--- config.mk ---
export PLATFORM = sky130hd
export DESIGN_NAME = smbus_io_expander_hotplug_sync
export DESIGN_NICKNAME = d
export VERILOG_FILES = /design/src/core/update_period_timer.v /design/src/core/smbus_io_expander_hotplug_sync.v
export VERILOG_INCLUDE_DIRS = /design/src /design/src/core
export SDC_FILE = /design/constraint.sdc
export NUM_CORES = 1
export LEC_CHECK = 0
export ABC_AREA = 0
export BUFFER_PORTS_ARGS = -buffer_cell sky130_fd_sc_hd__buf_4
export CORE_MARGIN = 5
export CORE_UTILIZATION = 45
export DETAILED_ROUTE_END_ITERATION = 6
export PLACE_DENSITY = 0.72
export SLEW_MARGIN = 20
export SYNTH_ARGS = -nofsm -noshare
export SYNTH_HDL_FRONTEND = slang
export SYNTH_SLANG_ARGS = --single-unit
--- constraint.sdc ---
create_clock -name mclk -period 10 [get_ports mclk]
set_input_delay 0.5 -clock mclk [delete_from_list [all_inputs] [get_ports mclk]]
set_output_delay 0.5 -clock mclk [all_outputs]
set_load 0.01 [all_outputs]
--- src/core/expander_sync_defs.vh ---
// Purpose: constants shared by the expander sync logic
// Assumes: 100 MHz core clock
// Notes:   register numbers are those of the expander chip
`ifndef EXPANDER_SYNC_DEFS_VH
`define EXPANDER_SYNC_DEFS_VH

// ----------------------------------------------------------------
// timing
// ----------------------------------------------------------------
`define UPDATE_PERIOD_MS   40
`define CLK_FREQ_KHZ       100000
`define UPDATE_PERIOD_CYC  (`UPDATE_PERIOD_MS * `CLK_FREQ_KHZ)

// ----------------------------------------------------------------
// expander register numbers
// ----------------------------------------------------------------
`define EXP_REG_IN_LO      3'h0
`define EXP_REG_IN_HI      3'h1
`define EXP_REG_OUT_LO     3'h2
`define EXP_REG_OUT_HI     3'h3
`define EXP_REG_POL_LO     3'h4
`define EXP_REG_DIR_LO     3'h6
`define EXP_REG_DIR_HI     3'h7
`define EXP_POL_VALUE      8'h00

`endif

--- src/core/update_period_timer.v ---
// Purpose: one update period interval; ready once it has elapsed
// Assumes: start is a one-cycle pulse on mclk
// Notes:   ready after reset so the first transaction is not delayed
module update_period_timer #(
  parameter integer CYCLES = 4000000
) (
  // clock and reset
  input  wire        mclk,
  input  wire        rst,
  // control
  input  wire        start,
  output reg         ready_r
);

  reg [31:0] cnt_r;

  always @(posedge mclk or posedge rst) begin
    if (rst) begin
      cnt_r   <= 32'h0;
      ready_r <= 1'b1;
    end else if (start) begin
      cnt_r   <= CYCLES - 1;
      ready_r <= 1'b0;
    end else if (cnt_r != 32'h0) begin
      cnt_r   <= cnt_r - 32'h1;
    end else begin
      ready_r <= 1'b1;
    end
  end

endmodule // update_period_timer

--- src/core/smbus_io_expander_hotplug_sync.v ---
// Purpose: keeps expander pins and internal hot-plug state consistent
// Assumes: an smbus master engine runs the byte transactions requested here
// Notes:   one transaction outstanding at a time, req held until done
`include "expander_sync_defs.vh"

module smbus_io_expander_hotplug_sync #(
  parameter integer NUM_EXP    = 4,
  parameter integer IDX_W      = 2,
  parameter integer PERIOD_CYC = `UPDATE_PERIOD_CYC,
  parameter [15:0]  DIR_VALUE  = 16'h0f0f
) (
  // clock and reset
  input  wire                   mclk,
  input  wire                   rst,
  // control from the switch core
  input  wire                   expander_en,
  input  wire                   hot_reset,
  input  wire [NUM_EXP*16-1:0]  hp_out,
  input  wire [4:0]             alt_fn_sel,
  // interrupt pins
  input  wire                   combined_expander_irq_n,
  input  wire [3:0]             legacy_expander_irq_n,
  // smbus master engine
  output reg                    txn_req_r,
  output reg                    txn_write_r,
  output reg  [IDX_W-1:0]       txn_dev_r,
  output reg  [2:0]             txn_reg_r,
  output reg  [7:0]             txn_data_r,
  input  wire                   txn_done,
  input  wire [7:0]             txn_rdata,
  // internal view
  output reg  [NUM_EXP*16-1:0]  exp_in_r,
  output reg                    busy_r
);

  // ----------------------------------------------------------------
  // interrupt pins
  // ----------------------------------------------------------------
  reg  [4:0] irq_meta_r;
  reg  [4:0] irq_sync_r;
  wire       irq_any;

  always @(posedge mclk or posedge rst) begin
    if (rst) begin
      irq_meta_r <= 5'h1f;
      irq_sync_r <= 5'h1f;
    end else begin
      irq_meta_r <= {legacy_expander_irq_n, combined_expander_irq_n};
      irq_sync_r <= irq_meta_r;
    end
  end

  // pins not in alternate-function mode are ignored
  assign irq_any = |(alt_fn_sel & ~irq_sync_r);

  // ----------------------------------------------------------------
  // rate limiters
  // ----------------------------------------------------------------
  wire wr_ready;
  wire rd_ready;
  reg  wr_start;
  reg  rd_start;

  update_period_timer #(.CYCLES(PERIOD_CYC)) wr_timer (
    .mclk    (mclk),
    .rst     (rst),
    .start   (wr_start),
    .ready_r (wr_ready)
  );

  update_period_timer #(.CYCLES(PERIOD_CYC)) rd_timer (
    .mclk    (mclk),
    .rst     (rst),
    .start   (rd_start),
    .ready_r (rd_ready)
  );

  // ----------------------------------------------------------------
  // write selection
  // ----------------------------------------------------------------
  reg  [NUM_EXP*16-1:0] shadow_r;
  reg  [NUM_EXP-1:0]    cfg_done_r;
  reg  [NUM_EXP-1:0]    force_r;
  reg  [IDX_W-1:0]      rr_r;
  reg  [NUM_EXP-1:0]    need;
  reg                   pick_ok;
  reg  [IDX_W-1:0]      pick;
  reg  [IDX_W-1:0]      cand;
  integer               i;

  always @* begin
    pick_ok = 1'b0;
    pick    = {IDX_W{1'b0}};
    cand    = {IDX_W{1'b0}};
    for (i = 0; i < NUM_EXP; i = i + 1) begin
      need[i] = ~cfg_done_r[i] | force_r[i] |
                (hp_out[i*16 +: 16] != shadow_r[i*16 +: 16]);
    end
    for (i = 0; i < NUM_EXP; i = i + 1) begin
      cand = rr_r + i[IDX_W-1:0];
      if (!pick_ok && need[cand]) begin
        pick_ok = 1'b1;
        pick    = cand;
      end
    end
  end

  // ----------------------------------------------------------------
  // transaction sequencer
  // ----------------------------------------------------------------
  localparam [1:0] ST_IDLE = 2'h0;
  localparam [1:0] ST_REQ  = 2'h1;
  localparam [1:0] ST_WAIT = 2'h2;

  reg [1:0]       state_r;
  reg             is_wr_r;
  reg             cfg_mode_r;
  reg [IDX_W-1:0] exp_r;
  reg [2:0]       step_r;
  reg [15:0]      lat_r;
  reg [7:0]       wdata;
  reg [NUM_EXP-1:0] clr_force;

  always @* begin
    case (step_r)
      `EXP_REG_OUT_LO: wdata = lat_r[7:0];
      `EXP_REG_OUT_HI: wdata = lat_r[15:8];
      `EXP_REG_DIR_LO: wdata = DIR_VALUE[7:0];
      `EXP_REG_DIR_HI: wdata = DIR_VALUE[15:8];
      default:         wdata = `EXP_POL_VALUE; // polarity: no inversion
    endcase
  end

  always @* begin
    clr_force = {NUM_EXP{1'b0}};
    if (state_r == ST_IDLE && !busy_r && expander_en && wr_ready && pick_ok && !(irq_any && rd_ready))
      clr_force[pick] = 1'b1;
  end

  always @(posedge mclk or posedge rst) begin
    if (rst) begin
      force_r <= {NUM_EXP{1'b0}};
    end else begin
      // a hot reset in the clearing cycle still wins
      force_r <= {NUM_EXP{hot_reset}} | (force_r & ~clr_force);
    end
  end

  always @(posedge mclk or posedge rst) begin
    if (rst) begin
      state_r     <= ST_IDLE;
      is_wr_r     <= 1'b0;
      cfg_mode_r  <= 1'b0;
      exp_r       <= {IDX_W{1'b0}};
      step_r      <= 3'h0;
      lat_r       <= 16'h0;
      rr_r        <= {IDX_W{1'b0}};
      shadow_r    <= {NUM_EXP*16{1'b0}};
      cfg_done_r  <= {NUM_EXP{1'b0}};
      exp_in_r    <= {NUM_EXP*16{1'b0}};
      txn_req_r   <= 1'b0;
      txn_write_r <= 1'b0;
      txn_dev_r   <= {IDX_W{1'b0}};
      txn_reg_r   <= 3'h0;
      txn_data_r  <= 8'h0;
      busy_r      <= 1'b0;
      wr_start    <= 1'b0;
      rd_start    <= 1'b0;
    end else begin
      wr_start <= 1'b0;
      rd_start <= 1'b0;
      case (state_r)
        ST_IDLE: begin
          busy_r <= 1'b0;
          // one idle cycle first, so a just-started period timer is seen
          if (!busy_r && expander_en && irq_any && rd_ready) begin
            // read every expander, not only the signalling one
            is_wr_r <= 1'b0;
            exp_r   <= {IDX_W{1'b0}};
            step_r  <= `EXP_REG_IN_LO;
            busy_r  <= 1'b1;
            state_r <= ST_REQ;
          end else if (!busy_r && expander_en && wr_ready && pick_ok) begin
            is_wr_r    <= 1'b1;
            exp_r      <= pick;
            cfg_mode_r <= ~cfg_done_r[pick];
            step_r     <= `EXP_REG_OUT_LO;
            lat_r      <= hp_out[pick*16 +: 16];
            busy_r     <= 1'b1;
            state_r    <= ST_REQ;
          end
        end
        ST_REQ: begin
          txn_req_r   <= 1'b1;
          txn_write_r <= is_wr_r;
          txn_dev_r   <= exp_r;
          txn_reg_r   <= step_r;
          txn_data_r  <= is_wr_r ? wdata : 8'h0;
          state_r     <= ST_WAIT;
        end
        ST_WAIT: begin
          if (txn_done) begin
            txn_req_r <= 1'b0;
            state_r   <= ST_REQ;
            if (is_wr_r) begin
              if (step_r == (cfg_mode_r ? `EXP_REG_DIR_HI : `EXP_REG_OUT_HI)) begin
                shadow_r[exp_r*16 +: 16] <= lat_r;
                cfg_done_r[exp_r]        <= 1'b1;
                rr_r                     <= exp_r + {{(IDX_W-1){1'b0}}, 1'b1};
                wr_start                 <= 1'b1;
                state_r                  <= ST_IDLE;
              end else begin
                step_r <= step_r + 3'h1;
              end
            end else begin
              exp_in_r[exp_r*16 + step_r*8 +: 8] <= txn_rdata;
              if (step_r == `EXP_REG_IN_LO) begin
                step_r <= `EXP_REG_IN_HI;
              end else if (exp_r == NUM_EXP - 1) begin
                rd_start <= 1'b1;
                state_r  <= ST_IDLE;
              end else begin
                exp_r  <= exp_r + {{(IDX_W-1){1'b0}}, 1'b1};
                step_r <= `EXP_REG_IN_LO;
              end
            end
          end
        end
        default: begin
          state_r <= ST_IDLE;
        end
      endcase
    end
  end

endmodule // smbus_io_expander_hotplug_sync

# After elaboration in Yosys (flattened, before gate mapping)
# Index checks and enable logic that the tools add are counted.
[totals]
register_bits = 257
latch_bits = 0
mem_bits_rw = 0
rom_bits = 0
input_bits = 87
output_inout_bits = 80
word_cells = 204
mem_count = 0
[op_classes]
add_sub_neg = 10
mul = 0
n_div = 0
order_cmp = 8
eq_ne = 21
shift = 5
n_mux = 74
bitwise = 21
n_reduce_logical = 40
[op_table]
columns = ["operator", "count"]
rows = [
  ["64-bit bitwise mux", 2],
  ["32-bit two-way mux", 4],
  ["16-bit != test", 4],
  ["32-bit nonzero test", 2],
  ["16-bit by 34-bit variable shift with 64-bit output, first input constant", 1],
  ["8-bit by 34-bit variable shift with 64-bit output, first input constant", 1],
  ["16-bit by 34-bit variable part select with 64-bit output", 1],
  ["64-bit by 7-bit variable part select with 16-bit output", 1],
  ["8-bit by 34-bit variable part select with 64-bit output", 1],
  ["32-bit by 1-bit subtractor with 32-bit output, second input constant", 2],
  ["6-bit negation with 34-bit output", 1],
  ["7-bit negation with 34-bit output", 1],
  ["1-bit two-way mux", 32],
  ["2-bit two-way mux", 14],
  ["3-bit two-way mux", 8],
  ["8-bit one-hot mux with 3 select lines", 1],
  ["2-bit by 3-bit less-than comparator with 1-bit output, second input constant", 6],
  ["1-bit logical AND", 16],
  ["2-bit != test, second input constant", 6],
  ["1-bit binary-select mux with 2-bit select", 5],
  ["2-bit nonzero test", 5],
  ["8-bit two-way mux", 1],
  ["1-bit bitwise OR", 8],
  ["4-bit bitwise OR", 2],
  ["34 further kinds", 54],
]

# Longest topological paths before layout
# Gate-level depths: netlist of run 1.
[logic_depth]
depth_word = 23
mapped_depth = 14
depth_no_buf = 11

# Hierarchy
# From an unflattened synthesis of run 1, not the netlist that was laid out.
[unflattened]
cells_unflattened = 1326
hier_area_um2 = 13132.6
[by_module_without_submodules]
columns = ["mod", "instances", "cells_per_inst", "area_each_um2", "seq_area_each_um2"]
rows = [
  ["smbus_io_expander_hotplug_sync", 1, 945, 9432.8, 4792.1],
  ["update_period_timer (wr_timer)", 1, 195, 1865.5, 827.0],
  ["update_period_timer (rd_timer)", 1, 186, 1834.3, 827.0],
]

# Worst setup path before layout of run 1
# No wires, ideal clock.
[synth_timing]
path_type = "flip-flop to flip-flop"
startpoint = "register step_r[0]"
endpoint = "register exp_in_r[16]"
setup_time_ns = 0.125
arrival_ns = 3.105
required_ns = 9.875
path_slack_ns = 6.771
path_stages_with_launch = 12
path_buffers = 3
synth_period_minus_slack_ns = 3.229
path_cell_list = "dfrtp_1 clkbuf_1 inv_1 clkbuf_1 ha_1 clkbuf_1 o21ai_0 nand2b_1 ha_1 nand2_1 nor4_2 mux2_2"
[synth_via]
elab_chain_cells = 4
elab_cells_between_ends = 5
cone_classes = "2 x add/sub; 2 x shift; 1 x mux"
[synth_rtl]
columns = ["item", "line_no", "source"]
rows = [
  ["start: declaration", "smbus_io_expander_hotplug_sync.v:119", "reg [2:0] step_r;"],
  ["start signal: assignment", "smbus_io_expander_hotplug_sync.v:180", "step_r <= `EXP_REG_IN_LO;"],
  ["start signal: assignment", "smbus_io_expander_hotplug_sync.v:187", "step_r <= `EXP_REG_OUT_LO;"],
  ["start signal: assignment", "smbus_io_expander_hotplug_sync.v:213", "step_r <= step_r + 3'h1;"],
  ["6-bit by 6-bit adder with 7-bit output (*)", "smbus_io_expander_hotplug_sync.v:216", "exp_in_r[exp_r*16 + step_r*8 +: 8] <= txn_rdata;"],
  ["7-bit negation with 34-bit output (*)", "smbus_io_expander_hotplug_sync.v:216", ""],
  ["8-bit by 34-bit variable part select with 64-bit output or 8-bit by 34-bit variable shift with 64-bit output (tied branches)", "smbus_io_expander_hotplug_sync.v:216", ""],
  ["64-bit bitwise mux (*)", "smbus_io_expander_hotplug_sync.v:216", ""],
  ["end signal: assignment", "smbus_io_expander_hotplug_sync.v:160", "exp_in_r <= {NUM_EXP*16{1'b0}};"],
  ["end signal: indexed assignment", "smbus_io_expander_hotplug_sync.v:216", ""],
  ["end: declaration", "smbus_io_expander_hotplug_sync.v:32", "output reg [NUM_EXP*16-1:0] exp_in_r,"],
]
# Mark *: on every way between the ends. The rest lies on a longest branch, timed or not.
# A chain may end at the register's enable or synchronous reset.

# Worst setup path in the final report of run 1
[layout_timing]
startpoint = "register exp_r[0]"
endpoint = "register exp_in_r[16]"
[layout_via]
elab_chain_cells = 4
elab_cells_between_ends = 5
cone_classes = "2 x add/sub; 2 x shift; 1 x mux"
[layout_rtl]
columns = ["item", "line_no", "source"]
rows = [
  ["start: declaration", "smbus_io_expander_hotplug_sync.v:118", "reg [IDX_W-1:0] exp_r;"],
  ["start signal: assignment", "smbus_io_expander_hotplug_sync.v:154", "exp_r <= {IDX_W{1'b0}};"],
  ["start signal: assignment", "smbus_io_expander_hotplug_sync.v:179", "exp_r <= {IDX_W{1'b0}};"],
  ["start signal: assignment", "smbus_io_expander_hotplug_sync.v:185", "exp_r <= pick;"],
  ["6-bit by 6-bit adder with 7-bit output (*)", "smbus_io_expander_hotplug_sync.v:216", ""],
  ["7-bit negation with 34-bit output (*)", "smbus_io_expander_hotplug_sync.v:216", ""],
  ["8-bit by 34-bit variable part select with 64-bit output or 8-bit by 34-bit variable shift with 64-bit output (tied branches)", "smbus_io_expander_hotplug_sync.v:216", ""],
  ["64-bit bitwise mux (*)", "smbus_io_expander_hotplug_sync.v:216", ""],
]
# Marks and branches as above.

==> reports/results.ini, run 1 <==
[logic_synthesis]
synth_fp_nets=1353
ys_seq_area_share_pct=50.71
synth-edff-count=0
yosysTopAreaCell=dfrtp_1
yosys_warnings=0
synth_top_area_share_pct=48.23
ys.flop_type=dfrtp_1
synthCells=1243
netlist_top_cells_area=dfrtp_1 (48%), mux2_2 (7.0%), nand2_1 (5.3%), xor2_1 (4.9%), o21ai_0 (4.8%)
avgSynthCellArea_sq_um=10.23
synth_area_sq_um=12710
synth_most_common_cell=dfrtp_1
async_flop_share_pct=100.0
yosysUniqueCellTypes=67
yosys-top-cells-count=dfrtp_1 (245), nand2_1 (181), o21ai_0 (122)
ys_seq_elements=257

[routing]
wl_per_cell_um=19.08
drtIter0Drc=812
drcViolationCount=0
ant_nets=0
vias=10060
wl_um=34320
drtPass1Iterations=5
via_per_inst=5.593

[power_and_ir_drop]
seq_power_share_pct=41.4
power.switching_w=0.001344
p_sw_share_pct=35.57
p_clk_share_pct=28.6
p_comb_share_pct=30.0
leakage_nw=6.981
peakVddDrop_mv=0.1609
power-per-cell-area_nw_per_um2=247.3
p_int_w=0.002434

[hold_path]
whs_endpoint=irq_meta_r[1]
hold_start=legacy_expander_irq_n[0]
worst_hold_path_type=in2reg
hold_depth=1

[cts]
clock-sinks=257
cts_resized=0
path_clk_slew_ns=0.06
cts_hold_buffers=0
clock_path_buffers=3
clk_latency_ns=0.55
post_cts_buffers=0
cts_tree=yes
cts_buffers=29
root_buffer=clkbuf_16
h-tree-depth=1

[timing]
maxSlewViolCount=0
fmax_mhz=237.7
final-hold-violation-count=0
final.setup_skew_ns=0.02753
relSlewSlack_pct=29.39
rsz0062_at_grt=false
tightest_slew_ns=1.053
fin_setup_tns_ns=0
period_minus_slack_ns=4.208
min_period_over_period_pct=42.08
setup_viol=0

[critical_path]
critPathCaptureType=flip-flop
r2r_start=exp_r[0]
regToRegSetupSlack_ns=5.79
cp.arrival_ns=4.64
crit_path_max_fanout=19
ff2ff_path_depth=10
path_cells=inv_1, ha_1, ha_1, o31a_1, o21ai_1, nand2_1, nor2_1, nand2_1, nor4_2, mux2_2
cp_num_buf_inv=1
crit_type=reg2reg
worst_setup_path_start_kind=flip-flop
critPathSlowestCell=o21ai_1
worstReg2RegEnd=exp_in_r[16]
critPathRequiredTime_ns=10.43
critical-path-max-stage-delay_ns=0.79
critPathTopFamily=simple AND/OR/NAND/NOR gates

[global_routing]
track_usage_pct=21.25
antenna_found_initial=1
first_global_vias=9993
grt_max_degree=127
grt_first_pass_wirelength_um=54010
grt-ovfl-total=0

[layout]
fin_cells=1799
drive_above_1_share_pct=25.00
area_delta_synth_final_pct=20.16
postLayoutCellArea_sq_um=15270
final_net_count=1507

[floorplan]
die_h_um=178.1
die_width_um=178.1
core_area_sq_um=27860
dieArea_sq_um=31710
num_io_pins=167
num_rows=61
start_util_pct=45.63

[placed_design]
gp_congestion=0.9695
io_buffers=166
hpwl_um=24850
placed_cell_area_sq_um=14290
dp.cells=1744

[flow_run]
drv_cap=0

[outcome]
status=completed

## state kept, by name, summed over array words and instances, names as in the netlist, 5 cells and up
name and flops:
txn_data_r 8, irq_meta_r 5, lat_r 16, irq_sync_r 5, shadow_r 64, rd_timer.cnt_r 32
wr_timer.cnt_r 32, exp_in_r 64
## placed cells by master (no fill, tap or decap), drive strengths merged, types with 17 or more instances in the layout
cell,n
nor3,28
or3,18
nand2b,29
dfrtp,245
xnor2,38
buf,174
inv,27
and3,18
nor4,35
nand2,183
nand3,48
o221a,17
xor2,71
ha,23
o21ai,125
a21oi,22
mux2,79
nor2,58
clkbuf,39
## worst reg2reg max path: cells and delay by family (launching register included)
kind                       cells  cell delay (ns)
and+or+nand+nor                4             1.23
AOI/OAI and AO/OA              2             1.08
adders and majority gates      2             0.60
DFF                            1             0.52
muxes                          1             0.42
buffers and inverters          1             0.24
## layout make-up
cell class | instances | area (sq um)
fill | 2441 | 12580
multi-input combinational | 909 | 5963
sequential | 257 | 6446
tap | 378 | 473.0
timing repair buffer | 174 | 1306
clock buffer | 39 | 813.3
inverter | 26 | 105.1
clock inverter | 15 | 165.2
antenna | 1 | 2.502
## cells by family (layout without fill, tap and decap cells)
group / Yosys count / count (layout) / share of synthesized area [%]
AO/OA/AOI/OAI: 212 / 212 / 10.33
XOR/XNOR: 109 / 109 / 7.510
adder cells (fa/ha/maj): 23 / 23 / 2.264
buffers and inverters: 77 / 254 / 2.382
flip-flops: 257 / 257 / 50.71
multiplexers: 84 / 84 / 7.392
other: 0 / 1 / 0
AND/OR/NAND/NOR: 481 / 481 / 19.42
## metrics by stage
step / util [%] / hold slack, ns / power, W / setup WS (ns)
2_1_floorplan: - / 0.3452 / 0.002255 / 2.450
3_3_place_gp: 51.31 / 0.3455 / 0.002663 / 6.004
3_5_place_dp: 51.31 / 0.3473 / 0.002703 / 5.877
4_1_cts: 54.82 / 0.04977 / 0.003797 / 5.819
5_1_grt: 54.83 / 0.04909 / 0.003998 / 5.491
6_report: 54.83 / 0.07565 / 0.003778 / 5.792
## power groups by stage
stage / logic, W / registers (W) / clock network [W]
2_1_floorplan: 0.000766 / 0.00149 / 0
3_3_place_gp: 0.00110 / 0.00157 / 0
3_5_place_dp: 0.00113 / 0.00157 / 0
4_1_cts: 0.00114 / 0.00156 / 0.00110
5_1_grt: 0.00126 / 0.00159 / 0.00115
6_report: 0.00113 / 0.00156 / 0.00108
## worst max-delay path by stage
| stage | startpoint | depth (start not counted) | slack (ns) | endpoint |
|---|---|---|---|---|
| 2_1_floorplan | rst | 1 | 2.45 | busy_r |
| 3_3_place_gp | exp_r[0] | 10 | 6.00 | exp_in_r[21] |
| 3_5_place_dp | exp_r[0] | 10 | 5.88 | exp_in_r[16] |
| 4_1_cts | exp_r[0] | 10 | 5.82 | exp_in_r[16] |
| 5_1_grt | exp_r[0] | 11 | 5.49 | exp_in_r[16] |
| 6_report | exp_r[0] | 10 | 5.79 | exp_in_r[16] |
## per-layer routing
layer	vias to the layer above	track usage [%]	share of wire (%)
li1	4682	-	-
met1	4970	28.21	42
met2	323	35.70	49
met3	86	3.815	6.1
met4	0	6.413	3.2
met5	-	0	0
Power figures use the tool's default switching activity.
==> run 2: changes to the inputs <==
- PLACE_DENSITY: 0.72 -> 0.74
- clock period: 10 -> 3.7 ns (I/O delays scaled with it)
==> reports/results.ini, run 2 (synthesis results as in run 1) <==
[timing]
setup_viol=0
fmax_mhz=293.9
final.setup_skew_ns=0.03553
tightest_slew_ns=0.9909
period_minus_slack_ns=3.403
fin_setup_tns_ns=0
finalWorstSetupSlack_ns=0.2974
rsz0062_at_grt=false
relSlewSlack_pct=33.94
final-hold-violation-count=0
maxSlewViolCount=0
min_period_over_period_pct=91.96

[global_routing]
grt_first_pass_wirelength_um=54810
grt_max_degree=154
track_usage_pct=21.46
grt-ovfl-total=0
antenna_found_initial=0
first_global_vias=10380

[critical_path]
path_cells=inv_1, ha_1, ha_1, o21ai_0, nand2b_1, ha_1, nor2_1, nand2_1, or4_1, mux2_2
endpoint=exp_in_r[14]
critPathRequiredTime_ns=4.10
cp.arrival_ns=3.81
cp_common_cell=ha_1
crit_type=reg2reg
critical-path-max-stage-delay_ns=0.69
crit_path_max_fanout=9
regToRegSetupSlack_ns=0.30
crit_start=exp_r[0]
critPathCaptureType=flip-flop
critPathSlowestCell=or4_1
worst_setup_path_start_kind=flip-flop
r2r_start=exp_r[0]
ff2ff_path_depth=10
worstReg2RegEnd=exp_in_r[14]

[layout]
final_net_count=1546
final_common_cell=dfrtp_1
layout_common_cells=dfrtp_1 (245), buf_4 (194), nand2_1 (181), o21ai_0 (122), mux2_2 (79)
largest_registers=exp_in_r x64, shadow_r x64
drive_above_1_share_pct=25.50
area_delta_synth_final_pct=22.86
fin_util_pct=56.07

[floorplan]
dieArea_sq_um=31710
num_rows=61
die_width_um=178.1
core_area_sq_um=27860
die_h_um=178.1
num_io_pins=167
start_util_pct=45.63

[routing]
ant_nets=0
via_per_inst=5.489
drcViolationCount=0
drtIter0Drc=788
drtPass1Iterations=5
wl_per_cell_um=18.82
vias=10090
wl_um=34580

[cts]
h-tree-depth=1
root_buffer=clkbuf_16
post_cts_buffers=0
clock_path_buffers=3
clock-sinks=257
clk_latency_ns=0.55
cts_tree=yes
cts_buffers=29
path_clk_slew_ns=0.06

[power_and_ir_drop]
p_int_w=0.006630
seq_power_share_pct=41.2
peakVddDrop_mv=0.3767
p_clk_share_pct=27.7
power-per-cell-area_nw_per_um2=656.6
p_sw_share_pct=35.35
power.switching_w=0.003625
leakage_nw=7.160
p_comb_share_pct=31.0

[hold_path]
hold_start=hp_out[51]
worst_hold_path_type=in2reg

[placed_design]
dp_slack_ns=0.3255
io_buffers=166
hpwl_um=25270
gp_congestion=0.9301

[flow_run]
drv_cap=0

[outcome]
status=completed

==> run 2: cell types whose count changed in the layout (fill, tap and decap cells not counted), sizes merged, moves of 2 or more <==
cell / change
buf: +23
clkbuf: +8
clkinv: -4
clkinvlp: -2
dlygate4sd3: +16
==> run 2: final cells by class <==
type                       count  area, sq um
clock inverter                 7        92.59
inverter                      26        101.3
multi-input combinational    909         5963
sequential                   257         6446
antenna                        1        2.502
timing repair buffer         213         1677
clock buffer                  47        863.3
fill                        2377        12240
tap                          378        473.0
==> run 2: critical path: cells and delay by family, from the launching register on <==
family	cells	cell delay (ns)
fa+ha+maj	3	0.96
mux	1	0.35
simple gates	4	1.14
compound gates	1	0.21
flops	1	0.49
buf+inv	1	0.10
==> run 2: power groups by stage <==
| stage | registers [W] | logic [W] | clock network (W) |
|---|---|---|---|
| 2_1_floorplan | 0.00403 | 0.00207 | 0 |
| 3_3_place_gp | 0.00423 | 0.00305 | 0 |
| 3_5_place_dp | 0.00425 | 0.00316 | 0 |
| 4_1_cts | 0.00422 | 0.00319 | 0.00289 |
| 5_1_grt | 0.00431 | 0.00351 | 0.00302 |
| 6_report | 0.00423 | 0.00318 | 0.00284 |
==> run 2: what timing repair did <==
| action | CTS | global route |
|---|---|---|
| endpoints found under the hold margin | 128 | 0 |
| hold buffers | 16 | 0 |
| setup endpoints to repair | 0 | 0 |
| gates resized for setup | 0 | 0 |
==> run 2: metal layers <==
metal  vias up  global-route usage [%]  part of all wire [%]
met5         -                       0                     0
met4         0                   8.733                   4.1
met3        94                   3.646                   5.8
met2       348                   35.30                    49
met1      4886                   28.31                    41
li1       4761                       -                     -
==> run 2: metrics by stage <==
step                      std cells  instance area [sq um]  hold slack, ns  total power, W
after global routing           1837                  15620         0.04067         0.01084
after detailed placement       1767                  14500          0.2949        0.007413
after floorplan                1243                  12720          0.1895        0.006096
final                          1838                  15620         0.04543         0.01025
after CTS                      1837                  15620         0.03035         0.01030
after global placement         1767                  14500          0.2937        0.007277
==> run 2: worst min path at each step <==
stage                    endpoint  depth (start not counted)
floorplan           irq_meta_r[0]                          0
global placement    irq_meta_r[1]                          1
detailed placement  irq_meta_r[4]                          1
CTS                      lat_r[3]                          4
global route             lat_r[3]                          4
finish                   lat_r[3]                          4
==> run 3: changes to the inputs <==
- PLACE_DENSITY: 0.74 -> 0.72
- clock period: 3.7 -> 3.2 ns (I/O delays scaled with it)
==> reports/results.ini, run 3 (synthesis results as in run 1) <==
[layout]
diodes=0
area_delta_synth_final_pct=24.07
final_common_cell=dfrtp_1
largest_registers=exp_in_r x64, shadow_r x64
layout_common_cells=dfrtp_1 (244), buf_4 (201), nand2_1 (181), o21ai_0 (122), mux2_2 (79)
final_net_count=1556
fin_util_pct=56.61
drive_above_1_share_pct=26.34

[critical_path]
ff2ff_path_depth=9
crit_type=reg2reg
worstSetupPathDepth=9
crit_path_max_fanout=4
path_cells=xor2_1, nor4_1, nand4_1, nor4_1, a31oi_1, o21ai_0, buf_4, o21ai_0, mux2_2
regToRegSetupSlack_ns=0.18
endpoint=step_r[1]
critical-path-max-stage-delay_ns=0.67
critPathTopFamily=simple AND/OR/NAND/NOR gates
critPathCaptureType=flip-flop
r2r_start=shadow_r[26]
worst_setup_path_start_kind=flip-flop
cp_num_buf_inv=1
critPathSlowestCell=nor4_1
cp.arrival_ns=3.43
worstReg2RegEnd=step_r[1]
critPathRequiredTime_ns=3.61
crit_start=shadow_r[26]

[floorplan]
num_rows=61
dieArea_sq_um=31710
core_area_sq_um=27860
die_h_um=178.1
die_width_um=178.1
start_util_pct=45.63
num_io_pins=167

[power_and_ir_drop]
seq_power_share_pct=40.1
p_int_w=0.007848
power.switching_w=0.004288
p_comb_share_pct=31.4
peakVddDrop_mv=0.5056
leakage_nw=7.238
p_sw_share_pct=35.34
p_clk_share_pct=28.4
power-per-cell-area_nw_per_um2=769.5

[timing]
finalWorstSetupSlack_ns=0.1829
tightest_slew_ns=0.9720
min_period_over_period_pct=94.29
final-hold-violation-count=0
relSlewSlack_pct=35.04
final.setup_skew_ns=0.03234
setup_viol=0
period_minus_slack_ns=3.017
maxSlewViolCount=0
fin_setup_tns_ns=0
rsz0062_at_grt=false
fmax_mhz=331.4

[placed_design]
dp_slack_ns=0.05491
gp_congestion=0.9334
hpwl_um=24870
io_buffers=166

[global_routing]
track_usage_pct=21.50
first_global_vias=10270
grt-ovfl-total=0
grt_max_degree=98
antenna_found_initial=0
grt_first_pass_wirelength_um=54870

[routing]
ant_nets=0
wl_um=34450
vias=10160
drcViolationCount=0
wl_per_cell_um=18.65
drtPass1Iterations=5
via_per_inst=5.502
drtIter0Drc=834

[outcome]
status=completed

[cts]
post_cts_buffers=0
cts_tree=yes
clock-sinks=257
h-tree-depth=1
clk_latency_ns=0.56
clock_path_buffers=3
cts_buffers=29
root_buffer=clkbuf_16
path_clk_slew_ns=0.06

[hold_path]
hold_start=hp_out[9]
worst_hold_path_type=in2reg
hold_depth=3

[flow_run]
drv_cap=0

## run 3: repair_timing
action | CTS | global route
setup endpoints to repair | 0 | 27
resized for setup | 0 | 5
hold buffers | 20 | 0
endpoints found under the hold margin | 71 | 0
## run 3: cell type report
type	count	area, sq um
Fill cell	2359	12090
Sequential cell	257	6447
Multi-Input combinational cell	909	5997
Timing Repair Buffer	223	1749
Clock buffer	45	875.8
Tap cell	378	473.0
Clock inverter	9	127.6
Inverter	26	101.3
## run 3: how the worst min path moves through the flow
stage / endpoint
CTS: lat_r[9]
global route: lat_r[2]
global placement: wr_timer.cnt_r[18]
detailed placement: wr_timer.cnt_r[22]
floorplan: irq_meta_r[0]
finish: lat_r[9]
## run 3: per-stage QoR
stage	hold WS (ns)	cells	cell area [sq um]	total power (W)
global route	0.02992	1847	15770	0.01284
finish	0.02556	1847	15770	0.01214
floorplan	0.1645	1243	12730	0.007091
global placement	0.1658	1773	14550	0.008526
CTS	0.0007748	1847	15750	0.01217
detailed placement	0.1652	1773	14550	0.008643
## run 3: per-layer routing
layer / share of wire (%) / GRT usage [%]
met3: 5.6 / 3.518
met1: 42 / 29.14
met4: 4.6 / 8.862
met2: 47 / 34.50
met5: 0 / 0
## run 3: power by group through the flow
stage / sequential [W] / clock (W) / combinational [W]
2_1_floorplan: 0.00465 / 0 / 0.00244
3_3_place_gp: 0.00487 / 0 / 0.00366
3_5_place_dp: 0.00489 / 0 / 0.00376
4_1_cts: 0.00485 / 0.00352 / 0.00380
5_1_grt: 0.00495 / 0.00366 / 0.00423
6_report: 0.00487 / 0.00345 / 0.00382
## run 3: worst reg2reg max path, stage by stage (launching register included)
cell	delay (ns)
dfrtp_1	0.42
xor2_1	0.20
nor4_1	0.33
nand4_1	0.16
nor4_1	0.67
a31oi_1	0.18
o21ai_0	0.24
buf_4	0.17
o21ai_0	0.21
mux2_2	0.34
